## config.mk

```make
export PLATFORM = sky130hd
export DESIGN_NAME = rtc_calendar
export DESIGN_NICKNAME = d
export VERILOG_FILES = /design/src/verilog/rtc_calendar_pkg.sv /design/src/verilog/rtc_calendar.sv
export SDC_FILE = /design/constraint.sdc
export NUM_CORES = 1
export LEC_CHECK = 0
export BUFFER_PORTS_ARGS = -buffer_cell sky130_fd_sc_hd__buf_2
export CAP_MARGIN = 20
export CORE_MARGIN = 1.5
export CORE_UTILIZATION = 66
export CTS_BUF_LIST = sky130_fd_sc_hd__clkbuf_2
export DETAILED_ROUTE_END_ITERATION = 6
export PLACE_DENSITY = 0.88
export SLEW_MARGIN = 15
export SYNTH_ARGS = -nofsm -noshare
export SYNTH_HDL_FRONTEND = slang
export SYNTH_SLANG_ARGS = --single-unit
```

## constraint.sdc

```tcl
create_clock -name ref_clk -period 8.1 [get_ports ref_clk]
set_input_delay 1.62 -clock ref_clk [delete_from_list [all_inputs] [get_ports ref_clk]]
set_output_delay 1.62 -clock ref_clk [all_outputs]
set_load 0.02 [all_outputs]
```

## src/verilog/rtc_calendar_pkg.sv

```systemverilog
package rtc_calendar_pkg;

   // register addresses (12-bit special function register space)
   localparam logic [11:0] ADDR_ALARM_WINDOW_LOW  = 12'hf8e;
   localparam logic [11:0] ADDR_ALARM_WINDOW_HIGH = 12'hf8f;
   localparam logic [11:0] ADDR_TIMER_WINDOW_LOW  = 12'hf98;
   localparam logic [11:0] ADDR_TIMER_WINDOW_HIGH = 12'hf99;
   localparam logic [11:0] ADDR_CLOCK_CONFIG      = 12'hf9a;
   localparam logic [11:0] ADDR_UNLOCK_SEQUENCE   = 12'hf7e;
   localparam logic [11:0] ADDR_ALARM_CONFIG      = 12'hf91;
   localparam logic [11:0] ADDR_PAD_CONFIGURATION = 12'hf3c;

   // clock config fields
   localparam int BIT_CLOCK_COUNTER_ON   = 7;
   localparam int BIT_TIMER_WRITE_UNLOCK = 5;
   localparam int PTR_LSB                = 0;

   localparam logic [7:0] UNLOCK_KEY_FIRST  = 8'h55;
   localparam logic [7:0] UNLOCK_KEY_SECOND = 8'haa;

   // window pointer codes
   localparam logic [1:0] PTR_MIN_SEC  = 2'h0;
   localparam logic [1:0] PTR_WD_HOUR  = 2'h1;
   localparam logic [1:0] PTR_MON_DAY  = 2'h2;
   localparam logic [1:0] PTR_YEAR     = 2'h3;

   // prescaler: 32768 source edges per second
   localparam int SLOW_CLOCK_HZ = 32768;

   // bcd limits
   localparam logic [3:0] DIGIT_NINE  = 4'h9;
   localparam logic [7:0] SEC_MAX     = 8'h59;
   localparam logic [7:0] HOUR_MAX    = 8'h23;
   localparam logic [7:0] MONTH_MAX   = 8'h12;
   localparam logic [7:0] YEAR_MAX    = 8'h99;
   localparam logic [2:0] WEEKDAY_MAX = 3'h6;
   localparam logic [7:0] DAY_FIRST   = 8'h01;
   localparam logic [7:0] MONTH_FEB   = 8'h02;

   // month ends and the thirty-day months
   localparam logic [7:0] MONTH_APR      = 8'h04;
   localparam logic [7:0] MONTH_JUN      = 8'h06;
   localparam logic [7:0] MONTH_SEP      = 8'h09;
   localparam logic [7:0] MONTH_NOV      = 8'h11;
   localparam logic [7:0] DAY_LAST_LONG  = 8'h31;
   localparam logic [7:0] DAY_LAST_SHORT = 8'h30;
   localparam logic [7:0] DAY_LAST_LEAP  = 8'h29;
   localparam logic [7:0] DAY_LAST_FEB   = 8'h28;

   // field masks (reserved bits read zero)
   localparam logic [7:0] MASK_SEC_MIN = 8'h7f;
   localparam logic [7:0] MASK_HOUR    = 8'h3f;
   localparam logic [7:0] MASK_DAY     = 8'h3f;
   localparam logic [7:0] MASK_WEEKDAY = 8'h07;
   localparam logic [7:0] MASK_MONTH   = 8'h1f;

   typedef struct packed {
      logic [7:0] year;
      logic [7:0] month;
      logic [7:0] day;
      logic [2:0] weekday;
      logic [7:0] hours;
      logic [7:0] minutes;
      logic [7:0] seconds;
   } calendar_t;

   typedef struct packed {
      logic [7:0] month;
      logic [7:0] day;
      logic [2:0] weekday;
      logic [7:0] hours;
      logic [7:0] minutes;
      logic [7:0] seconds;
   } alarm_t;

   typedef struct packed {
      logic        wrEn;
      logic        rdEn;
      logic [11:0] addr;
      logic [7:0]  wrData;
   } cpu_access_t;

endpackage : rtc_calendar_pkg
```

## src/verilog/rtc_calendar.sv

```systemverilog
`timescale 1ns/100ps

// Function
// RQ1 - alarm month: tens bit4, ones 3-0
// RQ2 - alarm day: tens 5-4, ones 3-0
// RQ3 - alarm weekday in bits 2-0
// RQ4 - alarm hours: tens 5-4, ones 3-0
// RQ5 - alarm minutes: tens 6-4, ones 3-0
// RQ6 - alarm seconds: tens 6-4, ones 3-0
// RQ7 - alarm date/hour writes need unlock bit
// RQ8 - counter on bit changes need unlock
// RQ9 - timer window writes need unlock bit
// RQ10 - all values BCD, digit per nibble
// RQ11 - counter clock: external or internal RC
// RQ12 - software enables secondary oscillator first
// RQ13 - clock pin output chosen by select
// RQ14 - 23:59:59 wraps, carries into day
// RQ15 - 12/31 wraps to 01/01, year increments
// RQ16 - weekday wraps 6 to 0, no carry
// RQ17 - year wraps 99 to 00
// RQ18 - ones digit carries at ten
// RQ19 - weekday Sunday 0 through Saturday 6
// RQ20 - day rolls after month's last day
// RQ21 - leap year when year divisible four
// RQ22 - high alarm access decrements pointer
// RQ23 - unlock only right after 55h AAh
// RQ24 - prescaler divides slow clock to seconds
// RQ25 - weekday advances on day carry
module rtc_calendar
   import rtc_calendar_pkg::*;
#(
   parameter int PRESCALE = SLOW_CLOCK_HZ
)
(
   input  wire logic        ref_clk,
   input  wire logic        rst,
   input  wire cpu_access_t cpu,
   input  wire logic        externalSlowClk,
   input  wire logic        internalRcClk,
   input  wire logic        counterClockSelect,
   output logic [7:0]       rdData,
   output logic             clockPinOut,
   output calendar_t        timeNow
);

   ////////////////////////////////////////////////////////////////////////////
   function automatic logic [7:0] bcdInc(input logic [7:0] v);
      if (v[3:0] == DIGIT_NINE)  // [RQ18]
         bcdInc = {v[7:4] + 4'h1, 4'h0};
      else
         bcdInc = {v[7:4], v[3:0] + 4'h1};
   endfunction : bcdInc

   function automatic logic [7:0] monthLastDay(input logic [7:0] m, input logic [7:0] y);
      logic [4:0] yb;
      yb = 5'(y[7:4]) * 5'd10 + 5'(y[3:0]);
      case (m)
         MONTH_APR, MONTH_JUN, MONTH_SEP, MONTH_NOV: monthLastDay = DAY_LAST_SHORT;  // [RQ20]
         MONTH_FEB: monthLastDay = (yb[1:0] == 2'b00) ? DAY_LAST_LEAP : DAY_LAST_FEB;  // [RQ21]
         default:   monthLastDay = DAY_LAST_LONG;
      endcase
   endfunction : monthLastDay

   ////////////////////////////////////////////////////////////////////////////
   // slow clock select and synchronisation
   logic [2:0] extSync_q;
   logic [2:0] rcSync_q;
   logic       selSync1_q;
   logic       selSync2_q;
   logic       slowLevel;
   logic       slowRise;

   always_ff @(posedge ref_clk)
   begin
      extSync_q  <= {extSync_q[1:0], externalSlowClk};
      rcSync_q   <= {rcSync_q[1:0], internalRcClk};
      selSync1_q <= counterClockSelect;
      selSync2_q <= selSync1_q;
   end

   // edge taken between 2nd and 3rd stage only
   assign slowLevel = selSync2_q ? rcSync_q[1] : extSync_q[1];  // [RQ11]
   assign slowRise  = selSync2_q ? (rcSync_q[1] & ~rcSync_q[2])
                                 : (extSync_q[1] & ~extSync_q[2]);

   ////////////////////////////////////////////////////////////////////////////
   // register state
   typedef enum logic [2:0] {KEY_IDLE = 3'b001, KEY_FIRST = 3'b010, KEY_ARMED = 3'b100} keyStage_t;
   calendar_t  cal_q;
   calendar_t  cal_d;
   alarm_t     alarm_q;
   logic       counterOn_q;
   logic       unlock_q;
   logic [1:0] timerPtr_q;
   logic [1:0] alarmPtr_q;
   logic [1:0] pinSelect_q;
   keyStage_t  keyStage_q;
   logic [31:0] prescale_q;

   wire wrTimerHigh  = cpu.wrEn && cpu.addr == ADDR_TIMER_WINDOW_HIGH;
   wire wrTimerLow   = cpu.wrEn && cpu.addr == ADDR_TIMER_WINDOW_LOW;
   wire wrAlarmHigh  = cpu.wrEn && cpu.addr == ADDR_ALARM_WINDOW_HIGH;
   wire wrAlarmLow   = cpu.wrEn && cpu.addr == ADDR_ALARM_WINDOW_LOW;
   wire wrConfig     = cpu.wrEn && cpu.addr == ADDR_CLOCK_CONFIG;
   wire wrKey        = cpu.wrEn && cpu.addr == ADDR_UNLOCK_SEQUENCE;
   wire wrAlarmCfg   = cpu.wrEn && cpu.addr == ADDR_ALARM_CONFIG;
   wire wrPad        = cpu.wrEn && cpu.addr == ADDR_PAD_CONFIGURATION;
   wire accAlarmHigh = (cpu.wrEn || cpu.rdEn) && cpu.addr == ADDR_ALARM_WINDOW_HIGH;
   wire accTimerHigh = (cpu.wrEn || cpu.rdEn) && cpu.addr == ADDR_TIMER_WINDOW_HIGH;

   wire timerWrOk  = unlock_q;  // [RQ9]
   wire keyArmed   = keyStage_q == KEY_ARMED;
   wire keyPairDone = wrKey && cpu.wrData == UNLOCK_KEY_SECOND;
   wire anyAccess   = cpu.wrEn || cpu.rdEn;
   // a write immediately after the key pair may set the unlock bit
   wire unlockSet  = wrConfig && cpu.wrData[BIT_TIMER_WRITE_UNLOCK] && keyArmed;  // [RQ23]
   wire secSync    = wrTimerLow && timerWrOk && timerPtr_q == PTR_MIN_SEC;
   wire secondTick = counterOn_q && slowRise && prescale_q == 32'(PRESCALE - 1);  // [RQ24]

   ////////////////////////////////////////////////////////////////////////////
   // unlock key sequencer
   always_ff @(posedge ref_clk)
   begin
      if (rst)
         keyStage_q <= KEY_IDLE;
      else if (wrKey && cpu.wrData == UNLOCK_KEY_FIRST)
         keyStage_q <= KEY_FIRST;
      else
         case (keyStage_q)
            KEY_FIRST: keyStage_q <= keyPairDone ? KEY_ARMED : (anyAccess ? KEY_IDLE : KEY_FIRST);
            default:   keyStage_q <= KEY_IDLE;
         endcase
   end

   always_ff @(posedge ref_clk)
   begin
      if (rst)
      begin
         unlock_q    <= 1'b0;
         counterOn_q <= 1'b0;
         pinSelect_q <= 2'h0;
      end
      else
      begin
         if (unlockSet)
            unlock_q <= 1'b1;  // [RQ23]
         else if (wrConfig && !cpu.wrData[BIT_TIMER_WRITE_UNLOCK])
            unlock_q <= 1'b0;
         if (wrConfig && (unlock_q || unlockSet))
            counterOn_q <= cpu.wrData[BIT_CLOCK_COUNTER_ON];  // [RQ8]
         if (wrPad)
            pinSelect_q <= cpu.wrData[1:0];
      end
   end

   ////////////////////////////////////////////////////////////////////////////
   // window pointers
   always_ff @(posedge ref_clk)
   begin
      if (rst)
      begin
         timerPtr_q <= PTR_MIN_SEC;
         alarmPtr_q <= PTR_MIN_SEC;
      end
      else
      begin
         if (wrConfig)
            timerPtr_q <= cpu.wrData[PTR_LSB +: 2];
         else if (accTimerHigh && timerPtr_q != PTR_MIN_SEC)
            timerPtr_q <= timerPtr_q - 2'h1;
         if (wrAlarmCfg)
            alarmPtr_q <= cpu.wrData[PTR_LSB +: 2];
         else if (accAlarmHigh && alarmPtr_q != PTR_MIN_SEC)
            alarmPtr_q <= alarmPtr_q - 2'h1;  // [RQ22]
      end
   end

   ////////////////////////////////////////////////////////////////////////////
   // alarm value registers, masked to their fields
   always_ff @(posedge ref_clk)
   begin
      if (rst)
         alarm_q <= '0;
      else
      begin
         if (wrAlarmHigh && alarmPtr_q == PTR_MIN_SEC)
            alarm_q.minutes <= cpu.wrData & MASK_SEC_MIN;  // [RQ5]
         if (wrAlarmLow && alarmPtr_q == PTR_MIN_SEC)
            alarm_q.seconds <= cpu.wrData & MASK_SEC_MIN;  // [RQ6]
         if (unlock_q)  // [RQ7]
         begin
            if (wrAlarmHigh && alarmPtr_q == PTR_WD_HOUR)
               alarm_q.weekday <= cpu.wrData[2:0];  // [RQ3]
            if (wrAlarmLow && alarmPtr_q == PTR_WD_HOUR)
               alarm_q.hours <= cpu.wrData & MASK_HOUR;  // [RQ4]
            if (wrAlarmHigh && alarmPtr_q == PTR_MON_DAY)
               alarm_q.month <= cpu.wrData & MASK_MONTH;  // [RQ1]
            if (wrAlarmLow && alarmPtr_q == PTR_MON_DAY)
               alarm_q.day <= cpu.wrData & MASK_DAY;  // [RQ2]
         end
      end
   end

   ////////////////////////////////////////////////////////////////////////////
   // calendar counting chain
   wire secWrap  = cal_q.seconds == SEC_MAX;
   wire minWrap  = secWrap && cal_q.minutes == SEC_MAX;
   wire dayCarry = minWrap && cal_q.hours == HOUR_MAX;  // [RQ14]
   wire dayLast  = cal_q.day == monthLastDay(cal_q.month, cal_q.year);
   wire yearCarry = dayCarry && dayLast && cal_q.month == MONTH_MAX;  // [RQ15]

   always_comb
   begin
      cal_d = cal_q;
      if (secondTick)
      begin
         cal_d.seconds = secWrap ? 8'h00 : bcdInc(cal_q.seconds);  // [RQ10]
         if (secWrap)
            cal_d.minutes = (cal_q.minutes == SEC_MAX) ? 8'h00 : bcdInc(cal_q.minutes);
         if (minWrap)
            cal_d.hours = (cal_q.hours == HOUR_MAX) ? 8'h00 : bcdInc(cal_q.hours);
         if (dayCarry)
         begin
            // sunday 0 .. saturday 6, no carry onward
            cal_d.weekday = (cal_q.weekday == WEEKDAY_MAX) ? 3'h0  // [RQ16] [RQ19]
                                                           : cal_q.weekday + 3'h1;  // [RQ25]
            cal_d.day = dayLast ? DAY_FIRST : bcdInc(cal_q.day);  // [RQ20]
            if (dayLast)
               cal_d.month = (cal_q.month == MONTH_MAX) ? 8'h01 : bcdInc(cal_q.month);
         end
         if (yearCarry)
            cal_d.year = (cal_q.year == YEAR_MAX) ? 8'h00 : bcdInc(cal_q.year);  // [RQ17]
      end
      if (wrTimerHigh && timerWrOk)  // [RQ9]
      begin
         case (timerPtr_q)
            PTR_MIN_SEC: cal_d.minutes = cpu.wrData & MASK_SEC_MIN;
            PTR_WD_HOUR: cal_d.weekday = cpu.wrData[2:0];
            PTR_MON_DAY: cal_d.month   = cpu.wrData & MASK_MONTH;
            default:     cal_d.year    = cal_d.year;
         endcase
      end
      if (wrTimerLow && timerWrOk)
      begin
         case (timerPtr_q)
            PTR_MIN_SEC: cal_d.seconds = cpu.wrData & MASK_SEC_MIN;
            PTR_WD_HOUR: cal_d.hours   = cpu.wrData & MASK_HOUR;
            PTR_MON_DAY: cal_d.day     = cpu.wrData & MASK_DAY;
            default:     cal_d.year    = cpu.wrData;
         endcase
      end
   end

   always_ff @(posedge ref_clk)
   begin
      if (rst)
      begin
         cal_q      <= '0;
         prescale_q <= '0;
      end
      else
      begin
         cal_q <= cal_d;
         if (secSync || !counterOn_q)
            prescale_q <= '0;
         else if (slowRise)
            prescale_q <= (prescale_q == 32'(PRESCALE - 1)) ? '0 : prescale_q + 32'h1;  // [RQ24]
      end
   end

   ////////////////////////////////////////////////////////////////////////////
   // read mux
   logic [7:0] rdNext;
   always_comb
   begin
      rdNext = 8'h00;
      case (cpu.addr)
         ADDR_TIMER_WINDOW_HIGH:
            case (timerPtr_q)
               PTR_MIN_SEC: rdNext = cal_q.minutes;
               PTR_WD_HOUR: rdNext = {5'h00, cal_q.weekday};
               PTR_MON_DAY: rdNext = cal_q.month;
               default:     rdNext = 8'h00;
            endcase
         ADDR_TIMER_WINDOW_LOW:
            case (timerPtr_q)
               PTR_MIN_SEC: rdNext = cal_q.seconds;
               PTR_WD_HOUR: rdNext = cal_q.hours;
               PTR_MON_DAY: rdNext = cal_q.day;
               default:     rdNext = cal_q.year;
            endcase
         ADDR_ALARM_WINDOW_HIGH:
            case (alarmPtr_q)
               PTR_MIN_SEC: rdNext = alarm_q.minutes;
               PTR_WD_HOUR: rdNext = {5'h00, alarm_q.weekday};
               PTR_MON_DAY: rdNext = alarm_q.month;
               default:     rdNext = 8'h00;
            endcase
         ADDR_ALARM_WINDOW_LOW:
            case (alarmPtr_q)
               PTR_MIN_SEC: rdNext = alarm_q.seconds;
               PTR_WD_HOUR: rdNext = alarm_q.hours;
               PTR_MON_DAY: rdNext = alarm_q.day;
               default:     rdNext = 8'h00;
            endcase
         ADDR_CLOCK_CONFIG:
            rdNext = {counterOn_q, 1'b0, unlock_q, 3'h0, timerPtr_q};
         ADDR_ALARM_CONFIG:
            rdNext = {6'h00, alarmPtr_q};
         ADDR_PAD_CONFIGURATION:
            rdNext = {6'h00, pinSelect_q};
         default:
            rdNext = 8'h00;
      endcase
   end

   // clock pin: 0 off, 1 seconds pulse, 2 slow clock, 3 off
   wire pinNext = (pinSelect_q == 2'h1) ? secondTick :
                  (pinSelect_q == 2'h2) ? slowLevel : 1'b0;  // [RQ13]

   always_ff @(posedge ref_clk)
   begin
      if (rst)
      begin
         rdData      <= 8'h00;
         clockPinOut <= 1'b0;
         timeNow     <= '0;
      end
      else
      begin
         if (cpu.rdEn)
            rdData <= rdNext;
         clockPinOut <= pinNext;
         timeNow     <= cal_d;
      end
   end

endmodule : rtc_calendar

```

# Yosys cells after proc, flatten, opt, wreduce, memory -nomap -nowiden
# Index checks and enable logic that the tools add are counted.
classes:
  add_sub_neg: 17
  n_mul: 1
  div: 0
  n_lt_le_gt_ge: 0
  eq_ne: 37
  n_shift: 0
  n_mux: 55
  bitwise_logic: 5
  n_reduce_logical: 54
ops:
  columns: ["op", "n"]
  rows:
  - ["two-way mux 8 bit", 28]
  - ["equality test 12 bit (second input constant)", 8]
  - ["one-hot mux 8 bit (7 select lines)", 1]
  - ["two-way mux 51 bit", 1]
  - ["adder 4 x 1 -> 4 bit (second input constant)", 12]
  - ["one-hot mux 8 bit (3 select lines)", 2]
  - ["one-hot mux 7 bit (3 select lines)", 2]
  - ["logical AND 1 bit", 33]
  - ["adder 32 x 1 -> 32 bit (second input constant)", 1]
  - ["equality test 32 x 15 -> 1 bit (second input constant)", 1]
  - ["two-way mux 32 bit", 1]
  - ["equality test 4 bit (second input constant)", 6]
  - ["equality test 8 x 7 -> 1 bit (second input constant)", 3]
  - ["two-way mux 19 bit", 1]
  - ["equality test 8 x 3 -> 1 bit (second input constant)", 2]
  - ["equality test 8 x 5 -> 1 bit (second input constant)", 2]
  - ["equality test 8 bit (second input constant)", 2]
  - ["two-way mux 2 bit", 7]
  - ["two-way mux 3 bit", 4]
  - ["one-hot mux 5 bit (2 select lines)", 1]
  - ["nonzero test 2 bit", 5]
  - ["equality test 8 x 2 -> 1 bit (second input constant)", 1]
  - ["equality test 8 x 4 -> 1 bit (second input constant)", 1]
  - ["equality test 8 x 6 -> 1 bit (second input constant)", 1]
  - ["19 further kinds", 43]
word_totals:
  ff_bits: 145
  latchBits: 0
  mem_bits_rw: 0
  mem_bits_ro: 0
  input_bits: 27
  out_inout_bits: 60
  mem_count: 0

# Longest topological paths before layout
logic_depth:
  word_depth: 12
  ltp_mapped: 12
  depth_no_buf: 10

# Worst setup path before layout
# No wires, ideal clock.
synth_path:
  path_type: "input port to flip-flop"
  start: "in cpu[13] in the netlist's numbering"
  end: "reg timeNow[46] in the netlist's numbering"
  arrival_ns: 3.623
  required_time_ns: 7.967
  slack_ns: 4.344
  cell_stages: 8
  n_path_buf: 0
  cell_sequence: "nor3b_1 nand3b_1 nor4_1 nor2b_1 nand3_1 nor2_1 or3_1 a31oi_1"
synth_via:
  elab_chain_cells: 4
synth_lines:
  columns: ["element", "line", "source"]
  rows:
  - ["start: declaration", "rtc_calendar.sv:37", "input wire cpu_access_t cpu,"]
  - ["equality test 12 bit", "rtc_calendar.sv:101", "wire wrTimerLow = cpu.wrEn && cpu.addr == ADDR_TIMER_WINDOW_LOW;"]
  - ["logical AND 1 bit", "rtc_calendar.sv:101", null]
  - ["logical AND 1 bit", "rtc_calendar.sv:243", "if (wrTimerLow && timerWrOk)"]
  - ["two-way mux 8 bit", "rtc_calendar.sv:243", null]
  - ["end signal: assignment", "rtc_calendar.sv:334", "timeNow <= cal_d;"]
  - ["end: declaration", "rtc_calendar.sv:43", "output calendar_t timeNow"]
# Every way passes these cells.
# A chain may end at the register's enable or synchronous reset.

# Worst setup path after layout
layout_path:
  start: "reg extSync_q[1]"
  end: "reg timeNow[47] in the netlist's numbering"
layout_via:
  elab_chain_cells: 7
layout_lines:
  columns: ["element", "line", "source"]
  rows:
  - ["start: declaration", "rtc_calendar.sv:66", "logic [2:0] extSync_q;"]
  - ["start signal: assignment", "rtc_calendar.sv:75", "extSync_q <= {extSync_q[1:0], externalSlowClk};"]
  - ["bitwise AND 1 bit (*)", "rtc_calendar.sv:84", ": (extSync_q[1] & ~extSync_q[2]);"]
  - ["two-way mux 1 bit (*)", "rtc_calendar.sv:83", "assign slowRise = selSync2_q ? (rcSync_q[1] & ~rcSync_q[2])"]
  - ["logical AND 1 bit (*) (2 in series)", "rtc_calendar.sv:118", "wire secondTick = counterOn_q && slowRise && prescale_q == 32'(PRESCALE - 1);"]
  - ["two-way mux 51 bit (*)", "rtc_calendar.sv:215", "if (secondTick)"]
  - ["two-way mux 8 bit", "rtc_calendar.sv:245", "case (timerPtr_q)"]
  - ["two-way mux 8 bit (*)", "rtc_calendar.sv:243", null]
# Mark *: on every way between the ends. The rest lies on a longest branch, timed or not.

==> impl_metrics.py <==
metrics = {
    "outcome": {
        "outcome": "finished with violations",
        "violations": "design-rule violations",
    },
    "worst_hold_path": {
        "hold_path_class": "reg2reg",
    },
    "detailed_routing": {
        "wl_per_cell_um": 17.6,
        "ant_nets": 0,
        "drc": 4,
        "vias_per_cell": 6.39,
        "routed_wl_um": 20700,
        "first_iter_violations": 848,
        "firstDrtPassIters": 7,
        "via_count": 7540,
    },
    "critical_path": {
        "path_delay_family": "simple AND/OR/NAND/NOR gates",
        "path_buf_inv": 0,
        "cp_cell_sequence": "or3b_4 > a2111o_1 > nor3_4 > nand3_4 > a211oi_4 > nand3_2 > or4_1 > a31oi_1",
        "path_class": "reg2reg",
        "crit_path_max_incr_delay_ns": 0.63,
        "endpoint_kind": "flip-flop",
        "required_ns": 8.79,
        "start_kind": "flip-flop",
        "crit_arrival_ns": 4.35,
        "slowest_stage": "nor3_4",
        "crit_path_max_fanout": 14,
    },
    "cts": {
        "clk_latency_ns": 0.75,
        "clockBufferDepth": 2,
        "cts_tree": "done",
        "ctsHoldBuffers": 0,
        "post_cts_buffers": 0,
        "tritoncts.num_buffers": 17,
        "ctsResizeCount": 0,
        "cts_max_level": 4,
        "path_clk_slew_ns": 0.20,
        "cts.sinks": 145,
        "clockRootBuffer": "clkbuf_2",
    },
    "timing": {
        "skew_ns": 0.0282,
        "hold_violations": 0,
        "fin_crit_ns": 3.66,
        "period_share_pct": 45.1,
        "fmax_ghz": 0.273,
        "rsz0062_at_grt": "false",
        "slew_violations": 0,
        "setup_viol": 0,
        "slew_headroom_pct": 24.9,
        "finalSetupTns_ns": 0,
        "tightest_slew_ns": 1.12,
    },
    "power_and_ir_drop": {
        "p_leak_nw": 3.10,
        "clkPwrFrac_pct": 31.0,
        "power.switching_mw": 0.306,
        "irDropWorstVdd_mv": 0.101,
        "finalPower_mw": 1.12,
        "power_density_mw_per_mm2": 132,
        "p_seq_share_pct": 64.6,
        "comb_power_share_pct": 4.4,
        "internal-power_mw": 0.810,
        "swShare_pct": 27.4,
    },
    "grt": {
        "grt_pass1_vias": 6599,
        "gr-total-overflow": 0,
        "antenna_found_initial": 1,
        "grt_pass1_wl_um": 33300,
        "grt_use_total_pct": 33.3,
        "grt_max_degree": 57,
    },
    "yosys": {
        "synth_seq_cells": 145,
        "syn-cell-area_mm2": 0.00783,
        "async_flop_share_pct": 0,
        "yosys_warnings": 0,
        "synth_cell_type_count": 60,
        "ys_seq_area_share_pct": 37.1,
        "synth-main-ff-cell": "dfxtp_1",
        "syn_avg_cell_area_um2": 8.10,
        "synth_nets": 1024,
        "synth_cells": 966,
        "synth_edf_count": 0,
    },
    "run": {
        "maxCapViolCount": 0,
    },
    "placed_design": {
        "place_congestion": 0.914,
        "dp_hpwl_um": 14500,
        "io_buffers": 86,
    },
    "floorplan": {
        "die_w_um": 112,
        "core_area_mm2": 0.0115,
        "pin_count": 87,
        "initial_core_util_pct": 68.2,
        "die_y_um": 112,
        "row_count": 39,
        "dieArea_mm2": 0.0125,
    },
    "finish": {
        "nNetsFinal": 1081,
        "drive_above_1_share_pct": 13.0,
        "areaGrowthSynthToFinish_pct": 8.31,
    },
}
layout by cell type, fill, tap and decap left out, types with 8 or more instances in the layout:
| cell type | Yosys | routed |
|---|---|---|
| nor2_1 | 162 | 162 |
| or3_1 | 16 | 16 |
| nor3_1 | 29 | 29 |
| xor2_1 | 14 | 14 |
| a211oi_1 | 29 | 29 |
| clkbuf_2 | 0 | 18 |
| a22oi_1 | 12 | 12 |
| buf_2 | 2 | 86 |
| nand3_1 | 53 | 53 |
| nand2b_1 | 8 | 8 |
| a31oi_1 | 8 | 8 |
| ha_1 | 31 | 31 |
| a21oi_1 | 41 | 41 |
| a222oi_1 | 20 | 20 |
| nand2_1 | 69 | 69 |
| inv_1 | 26 | 26 |
| and3_1 | 18 | 18 |
| mux2i_1 | 43 | 43 |
| xnor2_1 | 29 | 29 |
| nand4_1 | 18 | 18 |
| o21ai_0 | 42 | 42 |
| nor4_1 | 14 | 13 |
| dfxtp_1 | 145 | 145 |
layout make-up:
| class | count | area (um^2) |
|---|---|---|
| inverter | 26 | 97.6 |
| clock buffer | 18 | 90.1 |
| clock inverter | 14 | 92.6 |
| antenna | 1 | 2.50 |
| multi-input combinational | 742 | 4640 |
| timing repair buffer | 91 | 475 |
| tap | 143 | 179 |
| sequential | 145 | 2900 |
| fill | 886 | 2990 |
power by group through the flow:
stage / clock (mW) / combinational [mW] / sequential, mW
2_1_floorplan: 0 / 0.0257 / 0.737
3_3_place_gp: 0 / 0.0469 / 0.735
3_5_place_dp: 0 / 0.0476 / 0.735
4_1_cts: 0.350 / 0.0477 / 0.721
5_1_grt: 0.382 / 0.0518 / 0.722
6_report: 0.346 / 0.0492 / 0.721
flip-flops by register name (all words and copies together) (netlist names):
name	flops
timeNow	51
alarm_q	34
prescale_q	32
rdData	8
extSync_q	3
keyStage_q	3
rcSync_q	3
alarmPtr_q	2
pinSelect_q	2
timerPtr_q	2
clockPinOut	1
counterOn_q	1
selSync1_q	1
selSync2_q	1
timerWrOk	1
final timing paths:
path                                           start                      to  slack (ns)  cells after the start
worst min-delay path            extSync_q[0]$_DFF_P_    extSync_q[1]$_DFF_P_        0.32                      0
worst max-delay path            extSync_q[1]$_DFF_P_  timeNow[47]$_SDFF_PP0_        4.44                      8
worst max register to register  extSync_q[1]$_DFF_P_  timeNow[47]$_SDFF_PP0_        4.44                      8
worst min register to register  extSync_q[0]$_DFF_P_    extSync_q[1]$_DFF_P_        0.32                      0
synth_stat cells (all sizes together) (20+ instances only):
cell | count | area [um^2]
nor3 | 30 | 161
mux2i | 43 | 430
ha | 31 | 388
nand3 | 55 | 293
a211oi | 30 | 238
clkbuf | 49 | 184
dfxtp | 145 | 2900
a21oi | 41 | 205
nor2 | 162 | 608
inv | 26 | 97.6
o21ai | 42 | 210
nand2 | 69 | 259
a222oi | 20 | 200
xnor2 | 29 | 254
per-layer routing:
metal | vias up | global-route usage [%] | part of all wire, %
li1 | 3611 | - | -
met1 | 3532 | 44.7 | 42
met2 | 345 | 51.3 | 46
met3 | 52 | 8.17 | 9.3
met4 | 0 | 13.9 | 2.7
met5 | - | 0 | 0
stage by stage:
stage               util (%)  setup WS, ns  hold WS [ns]  std cells  instance area (um^2)
finish                  73.9          4.44         0.321       1180                  8480
floorplan                  -          4.34         0.310        966                  7830
detailed placement      72.2          3.90         0.315       1146                  8280
global route            73.9          4.19         0.352       1180                  8480
CTS                     73.8          4.48         0.334       1178                  8460
global placement        72.2          3.99         0.311       1146                  8280
worst register-to-register path: cells and delay by family (launching register included):
kind               cells  cell delay [ns]
AOI/OAI and AO/OA      3             1.21
DFF                    1             0.39
and+or+nand+nor        5             2.00
cell families after synthesis:
family                     count (synthesis)  share of synthesized area (%)
adders and majority gates                 31                           4.96
xor gates and xnor gates                  43                           4.81
muxes                                     44                           5.64
and+or+nand+nor                          436                           27.3
buffers and inverters                     79                           3.82
DFF                                      145                           37.1
AOI/OAI and AO/OA                        188                           16.4
Power figures use the tool's default switching activity.
